**src/logic/pm_pkg.sv**
```systemverilog
// package for the power-off / resume / alarm control block
// assumes one 100 MHz clock and a one-second tick from the rtc
package pm_pkg;

   // ==========================================================
   // register bus
   localparam int ADDR_W = 4;
   localparam int DATA_W = 16;
   localparam logic [3:0] ADDR_CMD = 4'h0;
   localparam logic [3:0] ADDR_RESUME = 4'h1;
   localparam logic [3:0] ADDR_CAUSE = 4'h2;
   localparam logic [3:0] ADDR_BATT = 4'h3;
   localparam logic [3:0] ADDR_AUTO_OFF = 4'h4;
   localparam logic [3:0] ADDR_PM_EN = 4'h5;
   localparam logic [3:0] ADDR_WAKE = 4'h6;
   localparam logic [3:0] ADDR_AL_HOUR = 4'h7;
   localparam logic [3:0] ADDR_AL_MIN = 4'h8;
   localparam logic [3:0] ADDR_AL_SEC = 4'h9;
   localparam logic [3:0] ADDR_STATUS = 4'ha;
   localparam logic [3:0] ADDR_CLICK_EN = 4'hb;

   // ==========================================================
   // command bits (write-only pulses)
   localparam int CMD_SOFT_OFF = 0;
   localparam int CMD_CLEAR_ALARM = 1;
   localparam int CMD_SOFT_REBOOT = 2;
   localparam int CMD_CLICK = 3;
   localparam int CMD_SET_ALARM = 4;

   // ==========================================================
   // power-off cause bits, resume select uses the same positions
   localparam int CAUSE_POWER_KEY = 0;
   localparam int CAUSE_RESET_KEY = 1;
   localparam int CAUSE_BATT_OFF = 3;
   localparam int CAUSE_BATT_TIMEOUT = 5;
   localparam int CAUSE_AUTO_OFF = 8;
   localparam int CAUSE_SOFT = 9;
   localparam logic [15:0] RESUME_MASK = 16'h0301;
   localparam logic [15:0] RESUME_RST = 16'h0000;

   // battery flag bits and status bits
   localparam int BATT_MAIN = 1;
   localparam int BATT_SUB = 2;
   localparam int BATT_CARD = 3;
   localparam int STAT_ARMED = 0;
   localparam int STAT_SET_ERR = 1;
   localparam int STAT_LOW_SPEED_IDLE = 2;
   localparam int STAT_ON = 3;

   // reset values of settings
   localparam logic PM_EN_RST = 1'b1;
   localparam logic CLICK_EN_RST = 1'b1;
   localparam logic [3:0] AUTO_OFF_RST = 4'h0;

   // ==========================================================
   // timing
   localparam int SEC_PER_MIN = 60;
   localparam int AUTO_OFF_EXTRA_SEC = 30;
   localparam int LOW_SPEED_IDLE_IDLE_SEC = 16;
   localparam int CLK_PERIOD_NS = 10;
   localparam int CLICK_TIME_NS = 20000;
   localparam int CLICK_CYCLES = CLICK_TIME_NS / CLK_PERIOD_NS;

   // ==========================================================
   // types
   typedef struct packed {
      logic power_key;
      logic reset_key;
      logic battery_low_off;
      logic battery_timeout;
      logic main_battery_low;
      logic sub_battery_low;
      logic card_battery_low;
      logic operator_activity;
      logic key_press;
   } pin_in_type;

   typedef struct packed {
      logic [7:0] hour;
      logic [7:0] minute;
      logic [7:0] second;
   } rtc_time_type;

   typedef enum logic {PWR_OFF, PWR_ON} power_state_type;

endpackage

```
**src/logic/power_off_resume_alarm_control.sv**
```systemverilog
// power-off cause, resume/boot select, auto power-off, low_speed_idle,
// battery flags, daily alarm with wake and key-click tone
// assumes rtc time and its one-second tick come from logic on
// i_clk_sys; all pins are asynchronous and synchronised here
`timescale 1ns/1ps

// Contract
// - any reboot clears the recorded power-off cause to zero
// - boot selected for the off cause clears the cause on reboot
// - resume select: bit0 key, bit8 auto-off, bit9 soft; 1 means boot
// - resume select is all zeros after initialisation
// - resume select reads back in the same layout
// - soft-off request powers off; next power-on uses stored select
// - battery flags: bit1 main, bit2 sub, bit3 card, others zero
// - auto-off 0 disables; 1 to 15 means minutes plus 30 seconds
// - auto power-off only while power control is enabled
// - alarm set before now fires tomorrow, after now fires today
// - armed alarm interrupts every 24 hours until cleared
// - setting an alarm while one is armed gives an error
// - alarm time stored and returned unchecked
// - clear stops interrupts, keeps time and wake; re-arms at off only while wake-on-alarm is set
// - wake-on-alarm nonzero powers unit on at alarm time
// - reset-key or software reboot clears wake-on-alarm
// - power control off stops idle monitoring, no auto-off or low_speed_idle
// - idle interval with power control on enters low-speed low_speed_idle
// - soft click request makes key tone, gated by click enable
// - reset key enters the system menu
// - cause bits: 0 key, 1 reset, 3 low, 5 timeout, 8 auto, 9 soft
module power_off_resume_alarm_control
   import pm_pkg::*;
#(
   parameter int LOW_SPEED_IDLE_SEC = LOW_SPEED_IDLE_IDLE_SEC
) (
   input wire logic i_clk_sys,
   input wire logic i_reset,
   input wire logic [ADDR_W-1:0] i_addr,
   input wire logic [DATA_W-1:0] i_wdata,
   input wire logic i_wr,
   input wire logic i_rd,
   output logic [DATA_W-1:0] o_rdata,
   input wire pin_in_type i_pins,
   input wire rtc_time_type i_rtc_time,
   input wire logic i_rtc_tick,
   output logic o_unit_on,
   output logic o_boot,
   output logic o_resume,
   output logic o_system_menu,
   output logic o_low_speed_idle,
   output logic o_alarm_interrupt,
   output logic o_click_tone
);

   localparam int PIN_W = $bits(pin_in_type);
   localparam logic [10:0] OFF_EXTRA = 11'(AUTO_OFF_EXTRA_SEC);
   localparam logic [10:0] LOW_SPEED_IDLE_LIM = 11'(LOW_SPEED_IDLE_SEC);
   localparam logic [11:0] CLICK_LEN = 12'(CLICK_CYCLES);

   // ==========================================================
   // pin synchronisers
   logic [PIN_W-1:0] s1_q, s2_q, s3_q, f_q, fp_q, rise;
   pin_in_type pin_f, pin_rise;

   genvar g;
   generate
      for (g = 0; g < PIN_W; g++) begin : g_sync
         // a change counts once second and third stage agree
         always_ff @(posedge i_clk_sys) begin
            if (i_reset) begin
               s1_q[g] <= 1'b0;
               s2_q[g] <= 1'b0;
               s3_q[g] <= 1'b0;
               f_q[g] <= 1'b0;
               fp_q[g] <= 1'b0;
            end else begin
               s1_q[g] <= i_pins[g];
               s2_q[g] <= s1_q[g];
               s3_q[g] <= s2_q[g];
               if (s2_q[g] == s3_q[g]) begin
                  f_q[g] <= s3_q[g];
               end
               fp_q[g] <= f_q[g];
            end
         end
      end
   endgenerate

   assign rise = f_q & ~fp_q;
   assign pin_f = pin_in_type'(f_q);
   assign pin_rise = pin_in_type'(rise);

   // ==========================================================
   // register bus decode
   logic wr_cmd;
   logic cmd_soft_off, cmd_clear, cmd_reboot, cmd_click, cmd_set;
   logic [15:0] resume_q, cause_q;
   logic [3:0] auto_off_q;
   logic pm_en_q, wake_q, click_en_q;
   rtc_time_type stage_q, alarm_q;
   logic armed_q, set_err_q;
   power_state_type state_q;
   logic [7:0] batt_flags;

   assign wr_cmd = i_wr && (i_addr == ADDR_CMD);
   assign cmd_soft_off = wr_cmd && i_wdata[CMD_SOFT_OFF];
   assign cmd_clear = wr_cmd && i_wdata[CMD_CLEAR_ALARM];
   assign cmd_reboot = wr_cmd && i_wdata[CMD_SOFT_REBOOT];
   assign cmd_click = wr_cmd && i_wdata[CMD_CLICK];
   assign cmd_set = wr_cmd && i_wdata[CMD_SET_ALARM];

   // battery flags straight from the filtered pins
   always_comb begin
      batt_flags = 8'h00;
      batt_flags[BATT_MAIN] = pin_f.main_battery_low;
      batt_flags[BATT_SUB] = pin_f.sub_battery_low;
      batt_flags[BATT_CARD] = pin_f.card_battery_low;
   end

   // resume select, reserved bits never stored
   always_ff @(posedge i_clk_sys) begin
      if (i_reset) begin
         resume_q <= RESUME_RST;
      end else if (i_wr && i_addr == ADDR_RESUME) begin
         resume_q <= i_wdata & RESUME_MASK;
      end
   end

   // plain settings
   always_ff @(posedge i_clk_sys) begin
      if (i_reset) begin
         auto_off_q <= AUTO_OFF_RST;
         pm_en_q <= PM_EN_RST;
         click_en_q <= CLICK_EN_RST;
      end else if (i_wr) begin
         if (i_addr == ADDR_AUTO_OFF) begin
            auto_off_q <= i_wdata[3:0];
         end
         if (i_addr == ADDR_PM_EN) begin
            pm_en_q <= i_wdata[0];
         end
         if (i_addr == ADDR_CLICK_EN) begin
            click_en_q <= |i_wdata;
         end
      end
   end

   // read data stands only in the cycle after the strobe
   always_ff @(posedge i_clk_sys) begin
      if (i_reset) begin
         o_rdata <= '0;
      end else if (i_rd) begin
         unique case (i_addr)
            ADDR_RESUME: o_rdata <= resume_q;
            ADDR_CAUSE: o_rdata <= cause_q;
            ADDR_BATT: o_rdata <= {8'h00, batt_flags};
            ADDR_AUTO_OFF: o_rdata <= {12'h000, auto_off_q};
            ADDR_PM_EN: o_rdata <= {15'h0000, pm_en_q};
            ADDR_WAKE: o_rdata <= {15'h0000, wake_q};
            ADDR_AL_HOUR: o_rdata <= {8'h00, alarm_q.hour};
            ADDR_AL_MIN: o_rdata <= {8'h00, alarm_q.minute};
            ADDR_AL_SEC: o_rdata <= {8'h00, alarm_q.second};
            ADDR_STATUS: o_rdata <= {12'h000, o_unit_on,
               o_low_speed_idle, set_err_q, armed_q};
            ADDR_CLICK_EN: o_rdata <= {15'h0000, click_en_q};
            default: o_rdata <= '0;
         endcase
      end else begin
         o_rdata <= '0;
      end
   end

   // ==========================================================
   // idle monitor: auto power-off and low_speed_idle
   logic [10:0] idle_q, auto_off_limit;
   logic idle_run, auto_off_fire;

   assign idle_run = pm_en_q && (state_q == PWR_ON);
   assign auto_off_limit = 11'(auto_off_q * SEC_PER_MIN) + OFF_EXTRA;
   // fires on the tick that completes the programmed idle time
   assign auto_off_fire = idle_run && (auto_off_q != 4'h0) && i_rtc_tick
      && (idle_q + 11'd1 == auto_off_limit);

   always_ff @(posedge i_clk_sys) begin
      if (i_reset) begin
         idle_q <= '0;
      end else if (!idle_run || pin_rise.operator_activity
         || pin_rise.key_press) begin
         idle_q <= '0;
      end else if (i_rtc_tick && idle_q != 11'h7ff) begin
         idle_q <= idle_q + 11'd1;
      end
   end

   // low_speed_idle drops on the very next input, keeping the ui responsive
   always_ff @(posedge i_clk_sys) begin
      if (i_reset) begin
         o_low_speed_idle <= 1'b0;
      end else begin
         o_low_speed_idle <= idle_run && (idle_q >= LOW_SPEED_IDLE_LIM)
            && !pin_rise.operator_activity
            && !pin_rise.key_press;
      end
   end

   // ==========================================================
   // power state, cause record, wake-on-alarm
   logic match, reboot_now, go_off, go_on, boot_sel;
   logic [15:0] off_code;

   assign match = i_rtc_tick && (i_rtc_time == alarm_q);
   assign reboot_now = (state_q == PWR_ON)
      && (pin_rise.reset_key || cmd_reboot);
   assign go_on = (state_q == PWR_OFF)
      && (pin_rise.power_key || (wake_q && match));
   assign boot_sel = |(cause_q & resume_q);

   // low battery wins over operator causes
   always_comb begin
      off_code = 16'h0000;
      if (pin_rise.battery_low_off) begin
         off_code[CAUSE_BATT_OFF] = 1'b1;
      end else if (pin_rise.battery_timeout) begin
         off_code[CAUSE_BATT_TIMEOUT] = 1'b1;
      end else if (pin_rise.power_key) begin
         off_code[CAUSE_POWER_KEY] = 1'b1;
      end else if (cmd_soft_off) begin
         off_code[CAUSE_SOFT] = 1'b1;
      end else if (auto_off_fire) begin
         off_code[CAUSE_AUTO_OFF] = 1'b1;
      end
   end
   assign go_off = (state_q == PWR_ON) && !reboot_now
      && (off_code != 16'h0000);

   always_ff @(posedge i_clk_sys) begin
      if (i_reset) begin
         state_q <= PWR_ON;
         cause_q <= '0;
         wake_q <= 1'b0;
         o_boot <= 1'b0;
         o_resume <= 1'b0;
         o_system_menu <= 1'b0;
      end else begin
         o_boot <= 1'b0;
         o_resume <= 1'b0;
         o_system_menu <= 1'b0;
         if (i_wr && i_addr == ADDR_WAKE) begin
            wake_q <= |i_wdata;
         end
         unique case (state_q)
            PWR_ON: begin
               if (reboot_now) begin
                  // reset key goes to the menu, never seen as cause
                  o_boot <= 1'b1;
                  o_system_menu <= pin_rise.reset_key;
                  cause_q <= '0;
                  wake_q <= 1'b0;
               end else if (go_off) begin
                  state_q <= PWR_OFF;
                  cause_q <= off_code;
               end
            end
            PWR_OFF: begin
               if (go_on) begin
                  state_q <= PWR_ON;
                  if (boot_sel) begin
                     o_boot <= 1'b1;
                     cause_q <= '0;
                  end else begin
                     o_resume <= 1'b1;
                  end
               end
            end
         endcase
      end
   end

   always_ff @(posedge i_clk_sys) begin
      if (i_reset) begin
         o_unit_on <= 1'b1;
      end else begin
         o_unit_on <= (state_q == PWR_ON) ? !go_off : go_on;
      end
   end

   // ==========================================================
   // alarm: staging, stored time, arm and error flag
   always_ff @(posedge i_clk_sys) begin
      if (i_reset) begin
         stage_q <= '0;
      end else if (i_wr) begin
         if (i_addr == ADDR_AL_HOUR) begin
            stage_q.hour <= i_wdata[7:0];
         end
         if (i_addr == ADDR_AL_MIN) begin
            stage_q.minute <= i_wdata[7:0];
         end
         if (i_addr == ADDR_AL_SEC) begin
            stage_q.second <= i_wdata[7:0];
         end
      end
   end

   // armed stays until cleared, so the match repeats daily
   always_ff @(posedge i_clk_sys) begin
      if (i_reset) begin
         alarm_q <= '0;
         armed_q <= 1'b0;
      end else if (cmd_set && !armed_q) begin
         alarm_q <= stage_q;
         armed_q <= 1'b1;
      end else if (go_off && wake_q) begin
         armed_q <= 1'b1;
      end else if (cmd_clear) begin
         armed_q <= 1'b0;
      end
   end

   // error flag: set wins over the clear-on-read
   always_ff @(posedge i_clk_sys) begin
      if (i_reset) begin
         set_err_q <= 1'b0;
      end else if (cmd_set && armed_q) begin
         set_err_q <= 1'b1;
      end else if (i_rd && i_addr == ADDR_STATUS) begin
         set_err_q <= 1'b0;
      end
   end

   always_ff @(posedge i_clk_sys) begin
      if (i_reset) begin
         o_alarm_interrupt <= 1'b0;
      end else begin
         o_alarm_interrupt <= armed_q && match;
      end
   end

   // ==========================================================
   // key-click tone of fixed length
   logic [11:0] click_cnt_q;
   logic click_start;

   assign click_start = click_en_q
      && (cmd_click || pin_rise.key_press);

   always_ff @(posedge i_clk_sys) begin
      if (i_reset) begin
         click_cnt_q <= '0;
         o_click_tone <= 1'b0;
      end else if (click_start) begin
         click_cnt_q <= CLICK_LEN - 12'd1;
         o_click_tone <= 1'b1;
      end else if (click_cnt_q != 12'h000) begin
         click_cnt_q <= click_cnt_q - 12'd1;
      end else begin
         o_click_tone <= 1'b0;
      end
   end
endmodule

```
**config.mk**
```make
export PLATFORM = sky130hd
export DESIGN_NAME = power_off_resume_alarm_control
export DESIGN_NICKNAME = d
export VERILOG_FILES = /design/src/logic/pm_pkg.sv /design/src/logic/power_off_resume_alarm_control.sv
export SDC_FILE = /design/constraint.sdc
export NUM_CORES = 1
export LEC_CHECK = 0
export ABC_AREA = 1
export CORE_MARGIN = 5
export CORE_UTILIZATION = 35
export CTS_BUF_LIST = sky130_fd_sc_hd__clkbuf_2 sky130_fd_sc_hd__clkbuf_4 sky130_fd_sc_hd__clkbuf_8
export DETAILED_ROUTE_END_ITERATION = 7
export DONT_BUFFER_PORTS = 1
export PLACE_DENSITY = 0.52
export SYNTH_ARGS = -nofsm -noshare
export SYNTH_HDL_FRONTEND = slang
export SYNTH_SLANG_ARGS = --single-unit
```
**constraint.sdc**
```tcl
create_clock -name i_clk_sys -period 9.15 [get_ports i_clk_sys]
set_clock_uncertainty 0.15 [all_clocks]
set_input_delay 1.83 -clock i_clk_sys [delete_from_list [all_inputs] [get_ports i_clk_sys]]
set_output_delay 1.83 -clock i_clk_sys [all_outputs]
set_load 0.01 [all_outputs]
```
=== Word level (Yosys, flattened, before mapping) ===
Index checks and enable logic that the tools add are counted.

* Register bits after elaboration: 168
* Bits in latches: 0
* Bits in writable memories: 0
* Memory bits (read-only): 0
* Bits of input ports: 58
* Output and inout bits: 23
* Logic and storage cells: 210
* Memories kept: 0

* $add $sub $neg: 3
* $mul: 1
* Div/mod/pow operators: 0
* Magnitude comparators: 1
* Equal/unequal tests: 27
* Shift-type cells: 0
* Mux-type cells: 40
* Bitwise logic cells: 7
* Reduce and logical (&&, ||, !) cells: 60

{| class="wikitable"
|+ Operator list
! kind !! number
|-
| $pmux 16 s11 || 1
|-
| $mux 16 || 4
|-
| $pmux 16 s2 || 1
|-
| $reduce_or 16->1 || 2
|-
| $logic_and 1x1->1 || 28
|-
| $mux 1 || 27
|-
| $eq 24x24->1 || 1
|-
| $mux 11 || 2
|-
| $and 16x10->16 || 1
|-
| $eq 4x3->1 const B || 4
|-
| $eq 4x4->1 const B || 4
|-
| $reduce_bool 16->1 || 1
|-
| $reduce_and 2->1 || 6
|-
| $reduce_bool 12->1 || 1
|-
| $sub 12x1->12 const B || 1
|-
| $add 10x5->11 const B || 1
|-
| $add 11x1->11 const B || 1
|-
| $eq 11x11->1 || 1
|-
| $ge 11x5->1 const B || 1
|-
| $ne 11x11->1 const B || 1
|-
| $and 9x9->9 || 1
|-
| $eq 1x1->1 || 9
|-
| $not 9->9 || 1
|-
| $eq 4x2->1 const B || 2
|-
| other kinds (16) || 37
|}

=== Logic depth before layout (Yosys ltp) ===
Gate-level depths: netlist (run 1).

* Depth in word-level cells: 14
* Depth in mapped cells: 21
* Depth with buffers taken out: 21

=== Worst setup path after synthesis (run 1) ===
OpenSTA, ideal clock, no wires.

* Path type: input port to flip-flop
* Start point: input port i_addr[2]
* End point: register alarm_q[15] (netlist bit)
* Setup time: 0.128 ns
* Arrival time: 3.116 ns
* Required time: 8.872 ns
* Setup slack: 5.756 ns
* Stages: 12
* Path buffers: 1
* Path through: inv_1 ha_1 nand2_1 nor2_1 inv_1 nor2_1 inv_1 nor2_2 inv_1 buf_2 o21ai_0 a21oi_1

* Word-level cells in the longest chain between the ends: 4

{| class="wikitable"
|+ RTL lines
! element !! RTL line !! RTL
|-
| from (decl) || power_off_resume_alarm_control.sv:36 || <nowiki>input wire logic [ADDR_W-1:0] i_addr,</nowiki>
|-
| $logic_not 4->1 || power_off_resume_alarm_control.sv:103 || <nowiki>assign wr_cmd = i_wr && (i_addr == ADDR_CMD);</nowiki>
|-
| $logic_and 1x1->1 || power_off_resume_alarm_control.sv:103 ||
|-
| $logic_and 1x1->1 || power_off_resume_alarm_control.sv:108 || <nowiki>assign cmd_set = wr_cmd && i_wdata[CMD_SET_ALARM];</nowiki>
|-
| $logic_and 1x1->1 || power_off_resume_alarm_control.sv:308 || <nowiki>end else if (cmd_set && !armed_q) begin</nowiki>
|-
| to (signal assigned) || power_off_resume_alarm_control.sv:309 || <nowiki>alarm_q <= stage_q;</nowiki>
|-
| to (decl) || power_off_resume_alarm_control.sv:98 || <nowiki>rtc_time_type stage_q, alarm_q;</nowiki>
|}

Every way passes these cells.
A chain may end at the register's enable or synchronous reset.

=== Worst setup path in the final report (run 1) ===
Ends and elaborated chain as after synthesis.

==> flow_summary.yaml, run 1 <==
power_and_ir_drop:
  intPower_w: 0.0009463
  p_seq_share_pct: 50.9
  swShare_pct: 31.20
  power_frac_comb_pct: 13.8
  power_leakage_nw: 3.315
  power_density_nw_per_um2: 176.1
  irDropWorstVdd_uv: 118.4
  p_clk_share_pct: 35.3
  p_switching_w: 0.0004291
worst_setup_path:
  start_kind: "input pin"
  reg2reg_depth: 18
  r2r_end: "state_q"
  r2r_setup_slack_ns: 5.44
  critical_path_class: "input pin to register"
  critPathLaunch: "i_addr[2]"
  endpoint_kind: "register"
  crit_required_ns: 9.32
  timing.rr.start: "auto_off_q[0]"
  worstPathArrival_ns: 4.18
  cp_max_fo: 25
sta:
  rsz0062_at_grt: "no"
  tightest_slew_ns: 1.168
  slew_headroom_pct: 21.45
  timing.final.hold_violations: 0
  fin_crit_sh_pct: 43.86
  period_needed_ns: 4.013
  layout_setup_ws_ns: 5.137
  setup_violations: 0
  setup-tns-final_ns: 0
  fmax_ghz: 0.2492
  slew_violations: 0
route:
  dr_wl_met2_mm: 7.839
  route.detailed.drc: 0
  wirelength_mm: 19.11
  top_layer: "met4"
  wire_per_inst_um: 14.78
  drt-met1-wl_mm: 10.01
  vias: 6078
  ant_nets: 0
  viasPerCell: 4.701
  drt-initial-drc-count: 386
  met3_length_mm: 1.044
  drt-pass1-iter-count: 5
hold_path:
  worstHoldPathCells: 2
  min_to: "s2_q[2]"
  hold_class: "register to register"
  hold_start: "s1_q[2]"
floorplan:
  ioPinCount: 81
  die_h_um: 153.7
  fp.coreArea_sq_um: 20300
  dieArea_sq_um: 23620
  die_w_um: 153.7
  row_count: 52
  start_util_pct: 35.60
grt:
  grt_pass1_wl_mm: 31.03
  track_usage_pct: 16.52
  grt_start_max_net_pins: 63
  antenna_found_initial: 0
  overflow: 0
  grt_pass1_vias: 5724
cells_and_area:
  fillers: 2179
  antenna_cells: 0
  area_delta_synth_final_pct: 8.121
  fin_nets: 1093
  drive_above_1_share_pct: 7.722
  finish.utilization_pct: 38.49
yosys:
  seq_area_frac_synth_pct: 41.00
  synth.distinct_cells: 44
  ys_warn_count: 0
  synth_seq_cells: 148
  synth_flop_cell: "dfxtp_1"
  postSynthCellCount: 1016
  synth-edff-count: 0
  synthesis.area_sq_um: 7226
  synthArstFlopShare_pct: 0
  syn_area_per_cell_sq_um: 7.112
job:
  maxCapViolations: 0
clock_tree:
  cts_buffers: 17
  clockBufferDepth: 2
  clk_latency_ns: 0.46
  cts_tree: "yes"
  cts_sinks: 148
  cts_resized: 0
  path_clk_slew_ns: 0.08
  cts_htree_levels: 4
  cts_setup_buffers: 0
  root_buffer: "clkbuf_8"
  cts_hold_buf: 0
place:
  dpl_worst_slack_ns: 4.685
  io_buffer_count: 0
  place_hpwl_mm: 14.82
  gp_congestion: 0.8684
status:
  outcome: "finished clean"
## how the worst max path moves through the flow
| stage | to | depth (start not counted) |
|---|---|---|
| final | alarm_q[15] | 11 |
| after global routing | alarm_q[15] | 11 |
| after CTS | alarm_q[15] | 11 |
| after detailed placement | alarm_q[15] | 11 |
| after global placement | alarm_q[23] | 11 |
| after floorplan | alarm_q[15] | 12 |
## cells in the final DEF (no fill, tap or decap), types with 4 or more instances in the layout
master      n
nand2_2    10
nor3_1     14
xor2_1     10
fa_1        5
nand3_1    54
a21oi_1    77
inv_6       5
ha_1       20
inv_1     166
o21ai_0    75
a31oi_1     4
or2_2      11
nor4_1     11
nand2_1   157
dfxtp_1   148
inv_2       4
a221oi_1    7
nor2_2      5
nand4_1    20
conb_1      6
a21oi_2     7
nor2_1    143
clkbuf_8   17
## power by group through the flow
stage	clock network [W]	logic (W)	registers (W)
6_report	0.000485	0.000190	0.000700
5_1_grt	0.000536	0.000223	0.000705
4_1_cts	0.000507	0.000191	0.000700
3_5_place_dp	0	0.000191	0.000715
3_3_place_gp	0	0.000190	0.000715
2_1_floorplan	0	0.000163	0.000707
## kinds of logic after synthesis
family	count (synthesis)	synth area share (%)
AND/OR/NAND/NOR	436	26.70
buffers and inverters	204	11.26
AO/OA/AOI/OAI	189	14.56
flip-flops	148	41.00
adder cells (fa/ha/maj)	25	4.849
XOR/XNOR	13	1.576
other	1	0.05190
## metrics by stage
stage	area [sq um]	instances	total power [W]	hold slack, ns
finish	7812	1293	0.001375	0.2507
global route	7812	1293	0.001464	0.2634
CTS	7812	1293	0.001398	0.2550
detailed placement	7436	1261	0.0009059	0.2422
global placement	7436	1261	0.0009044	0.2393
floorplan	7244	1021	0.0008706	0.2383
## cell usage after synthesis (5+ instances only)
| master | number | area share (%) |
|---|---|---|
| or2_2 | 11 | 0.95 |
| a221oi_1 | 7 | 0.85 |
| o21ai_0 | 75 | 5.2 |
| nand2_1 | 157 | 8.2 |
| a21oi_1 | 77 | 5.3 |
| xor2_1 | 10 | 1.2 |
| a21oi_2 | 7 | 0.85 |
| fa_1 | 5 | 1.4 |
| nor3_1 | 14 | 0.97 |
| dfxtp_1 | 148 | 41 |
| nor2_2 | 5 | 0.43 |
| buf_4 | 6 | 0.62 |
| nand3_1 | 54 | 3.7 |
| clkbuf_1 | 20 | 1.0 |
| nand2_2 | 10 | 0.87 |
| nor2_1 | 143 | 7.4 |
| inv_1 | 166 | 8.6 |
| nor4_1 | 12 | 1.0 |
| nand4_1 | 20 | 1.7 |
| ha_1 | 20 | 3.5 |
## worst max-delay path, stage by stage
cell	delay [ns]
inv_1	0.06
ha_1	0.22
nand2_1	0.09
nor2_1	0.20
inv_1	0.11
nor2_1	0.09
inv_1	0.06
nor2_2	0.59
inv_1	0.54
o21ai_0	0.33
a21oi_1	0.06
## metal layers
layer / vias up / global-route usage, %
met1: 2697 / 24.38
met4: 0 / 4.289
li1: 3246 / -
met2: 121 / 24.02
met5: - / 0
met3: 14 / 4.103
## sequential cells by signal (all words and copies together) (netlist names), 3 cells and up
| register | count |
|---|---|
| fp_q | 6 |
| batt_flags | 3 |
| idle_q | 11 |
| o_rdata | 10 |
| click_cnt_q | 12 |
| alarm_q | 24 |
| s3_q | 9 |
| s1_q | 9 |
| f_q | 6 |
| stage_q | 24 |
| cause_q | 5 |
| resume_q | 3 |
| auto_off_q | 4 |
| s2_q | 9 |
## layout make-up
type                            count  area, sq um  area share (%)
Multi-Input combinational cell    669         3475           44.47
Sequential cell                   148         2963           37.92
Inverter                          172        645.6           8.264
Tap cell                          270        337.8           4.324
Clock buffer                       18        241.5           3.091
Clock inverter                     14        135.1           1.730
Timing Repair Buffer                2        15.01          0.1922
(Power assumes the default switching activity.)
==> run 2: changes to the inputs <==
==> constraint.sdc (replaced) <==
create_clock -name i_clk_sys -period 4 [get_ports i_clk_sys]
set_clock_uncertainty 0.15 [all_clocks]
set_input_delay 0.8 -clock i_clk_sys [delete_from_list [all_inputs] [get_ports i_clk_sys]]
set_output_delay 0.8 -clock i_clk_sys [all_outputs]
set_load 0.01 [all_outputs]
==> flow_summary.yaml, run 2 (synthesis results as in run 1) <==
cells_and_area:
  reg_top3: "alarm_q x24, stage_q x24, click_cnt_q x12"
  final_cell_mix: "inv_1 (166), nand2_1 (157), dfxtp_1 (148), nor2_1 (143), a21oi_1 (77)"
  drive_above_1_share_pct: 8.082
  antenna_cells: 0
  area_delta_synth_final_pct: 8.537
  fillers: 2239
  fin_nets: 1097
  layout_commonest_cell: "inv_1"
power_and_ir_drop:
  power.total_w: 0.003183
  power_density_nw_per_um2: 405.9
  irDropWorstVdd_uv: 263.5
  power_leakage_nw: 3.343
status:
  outcome: "finished clean"
worst_setup_path:
  crit_required_ns: 4.17
  start_kind: "register"
  endpoint_kind: "register"
  r2r_setup_slack_ns: 0.38
  cp_max_fo: 7
  critical_path_class: "register to register"
  worstPathArrival_ns: 3.79
clock_tree:
  cts_setup_buffers: 0
  cts_buffers: 17
  cts_hold_buf: 0
  clk_latency_ns: 0.46
  cts_resized: 0
  cts_htree_levels: 4
  cts_tree: "yes"
  root_buffer: "clkbuf_8"
  path_clk_slew_ns: 0.09
  cts_sinks: 148
  clockBufferDepth: 2
floorplan:
  die_h_um: 153.7
  dieArea_sq_um: 23620
  start_util_pct: 35.60
  fp.coreArea_sq_um: 20300
  die_w_um: 153.7
  row_count: 52
  ioPinCount: 81
grt:
  grt_pass1_wl_mm: 31.48
  track_usage_pct: 16.73
  overflow: 0
  grt_pass1_vias: 5802
  antenna_found_initial: 0
  grt_start_max_net_pins: 63
sta:
  slew_violations: 0
  slew_headroom_pct: 39.20
  tightest_slew_ns: 0.9086
  period_needed_ns: 3.615
  rsz0062_at_grt: "no"
  timing.final.hold_violations: 0
  setup_violations: 0
  setup-tns-final_ns: 0
  fin_crit_sh_pct: 90.38
  fmax_ghz: 0.2766
route:
  drt-pass1-iter-count: 5
  wirelength_mm: 19.50
  wire_per_inst_um: 15.04
  ant_nets: 0
  viasPerCell: 4.745
  drt-initial-drc-count: 387
  route.detailed.drc: 0
  vias: 6154
job:
  maxCapViolations: 0
place:
  io_buffer_count: 0
  gp_congestion: 0.8333
  place_hpwl_mm: 14.94
hold_path:
  hold_class: "register to register"
[run 2: changes by cell type in the layout (fill, tap and decap cells not counted), moves of 2 or more]
cell,delta
buf_4,+4
clkinv_2,+3
inv_6,+2
inv_8,-2
[run 2: cell type report]
type                            count  area (sq um)  area share [%]
Multi-Input combinational cell    669          3475           44.30
Timing Repair Buffer                6         45.04          0.5743
Clock inverter                     15         142.6           1.819
Tap cell                          270         337.8           4.308
Inverter                          172         645.6           8.232
Sequential cell                   148          2963           37.78
Clock buffer                       17         234.0           2.983
[run 2: per-layer routing]
| metal | track usage, % | vias to the layer above | share of wire (%) |
|---|---|---|---|
| met1 | 24.60 | 2763 | 52 |
| met5 | 0 | - | 0 |
| met2 | 24.52 | 135 | 42 |
| met4 | 4.373 | 0 | 0.83 |
| li1 | - | 3247 | - |
| met3 | 4.019 | 9 | 5.3 |
[run 2: critical path, stage by stage (launching register included)]
cell and delay (ns):
dfxtp_1 0.40, fa_1 0.59, inv_1 0.06, fa_1 0.50
fa_1 0.51, inv_1 0.11, nand3_1 0.08, nor2_1 0.13
nand3_1 0.12, nand2_1 0.10, nand2_1 0.06, nand2_1 0.05
nand2_1 0.05, nor2_2 0.16, nand3_2 0.13, nand2_1 0.09
nand2_1 0.06, o21ai_2 0.08, nand2_1 0.07
[run 2: worst paths after layout]
kind	from	to	depth (start not counted)
setup reg to reg	auto_off_q[0]	state_q	18
hold / removal	s1_q[5]	s2_q[5]	2
hold reg to reg	s1_q[5]	s2_q[5]	2
setup / recovery	auto_off_q[0]	state_q	18
[run 2: stage by stage]
step                util, %  std cells  area, sq um  hold WS (ns)  setup WS (ns)
finish                38.63       1297         7843        0.2538         0.3847
global route          38.63       1297         7843        0.2099        0.04778
CTS                   38.63       1297         7843        0.2155         0.3873
detailed placement    36.78       1265         7466        0.2428         0.4149
global placement      36.78       1265         7466        0.2396         0.4778
floorplan                 -       1021         7244        0.2383         0.6763
[run 2: power breakdown]
group	leakage [nW]	switching [W]	internal (W)
Combinational	1.95	0.000283	0.000158
Clock	0.194	0.000635	0.000507
Sequential	1.20	0.0000566	0.00154
Total	3.34	0.000974	0.00221
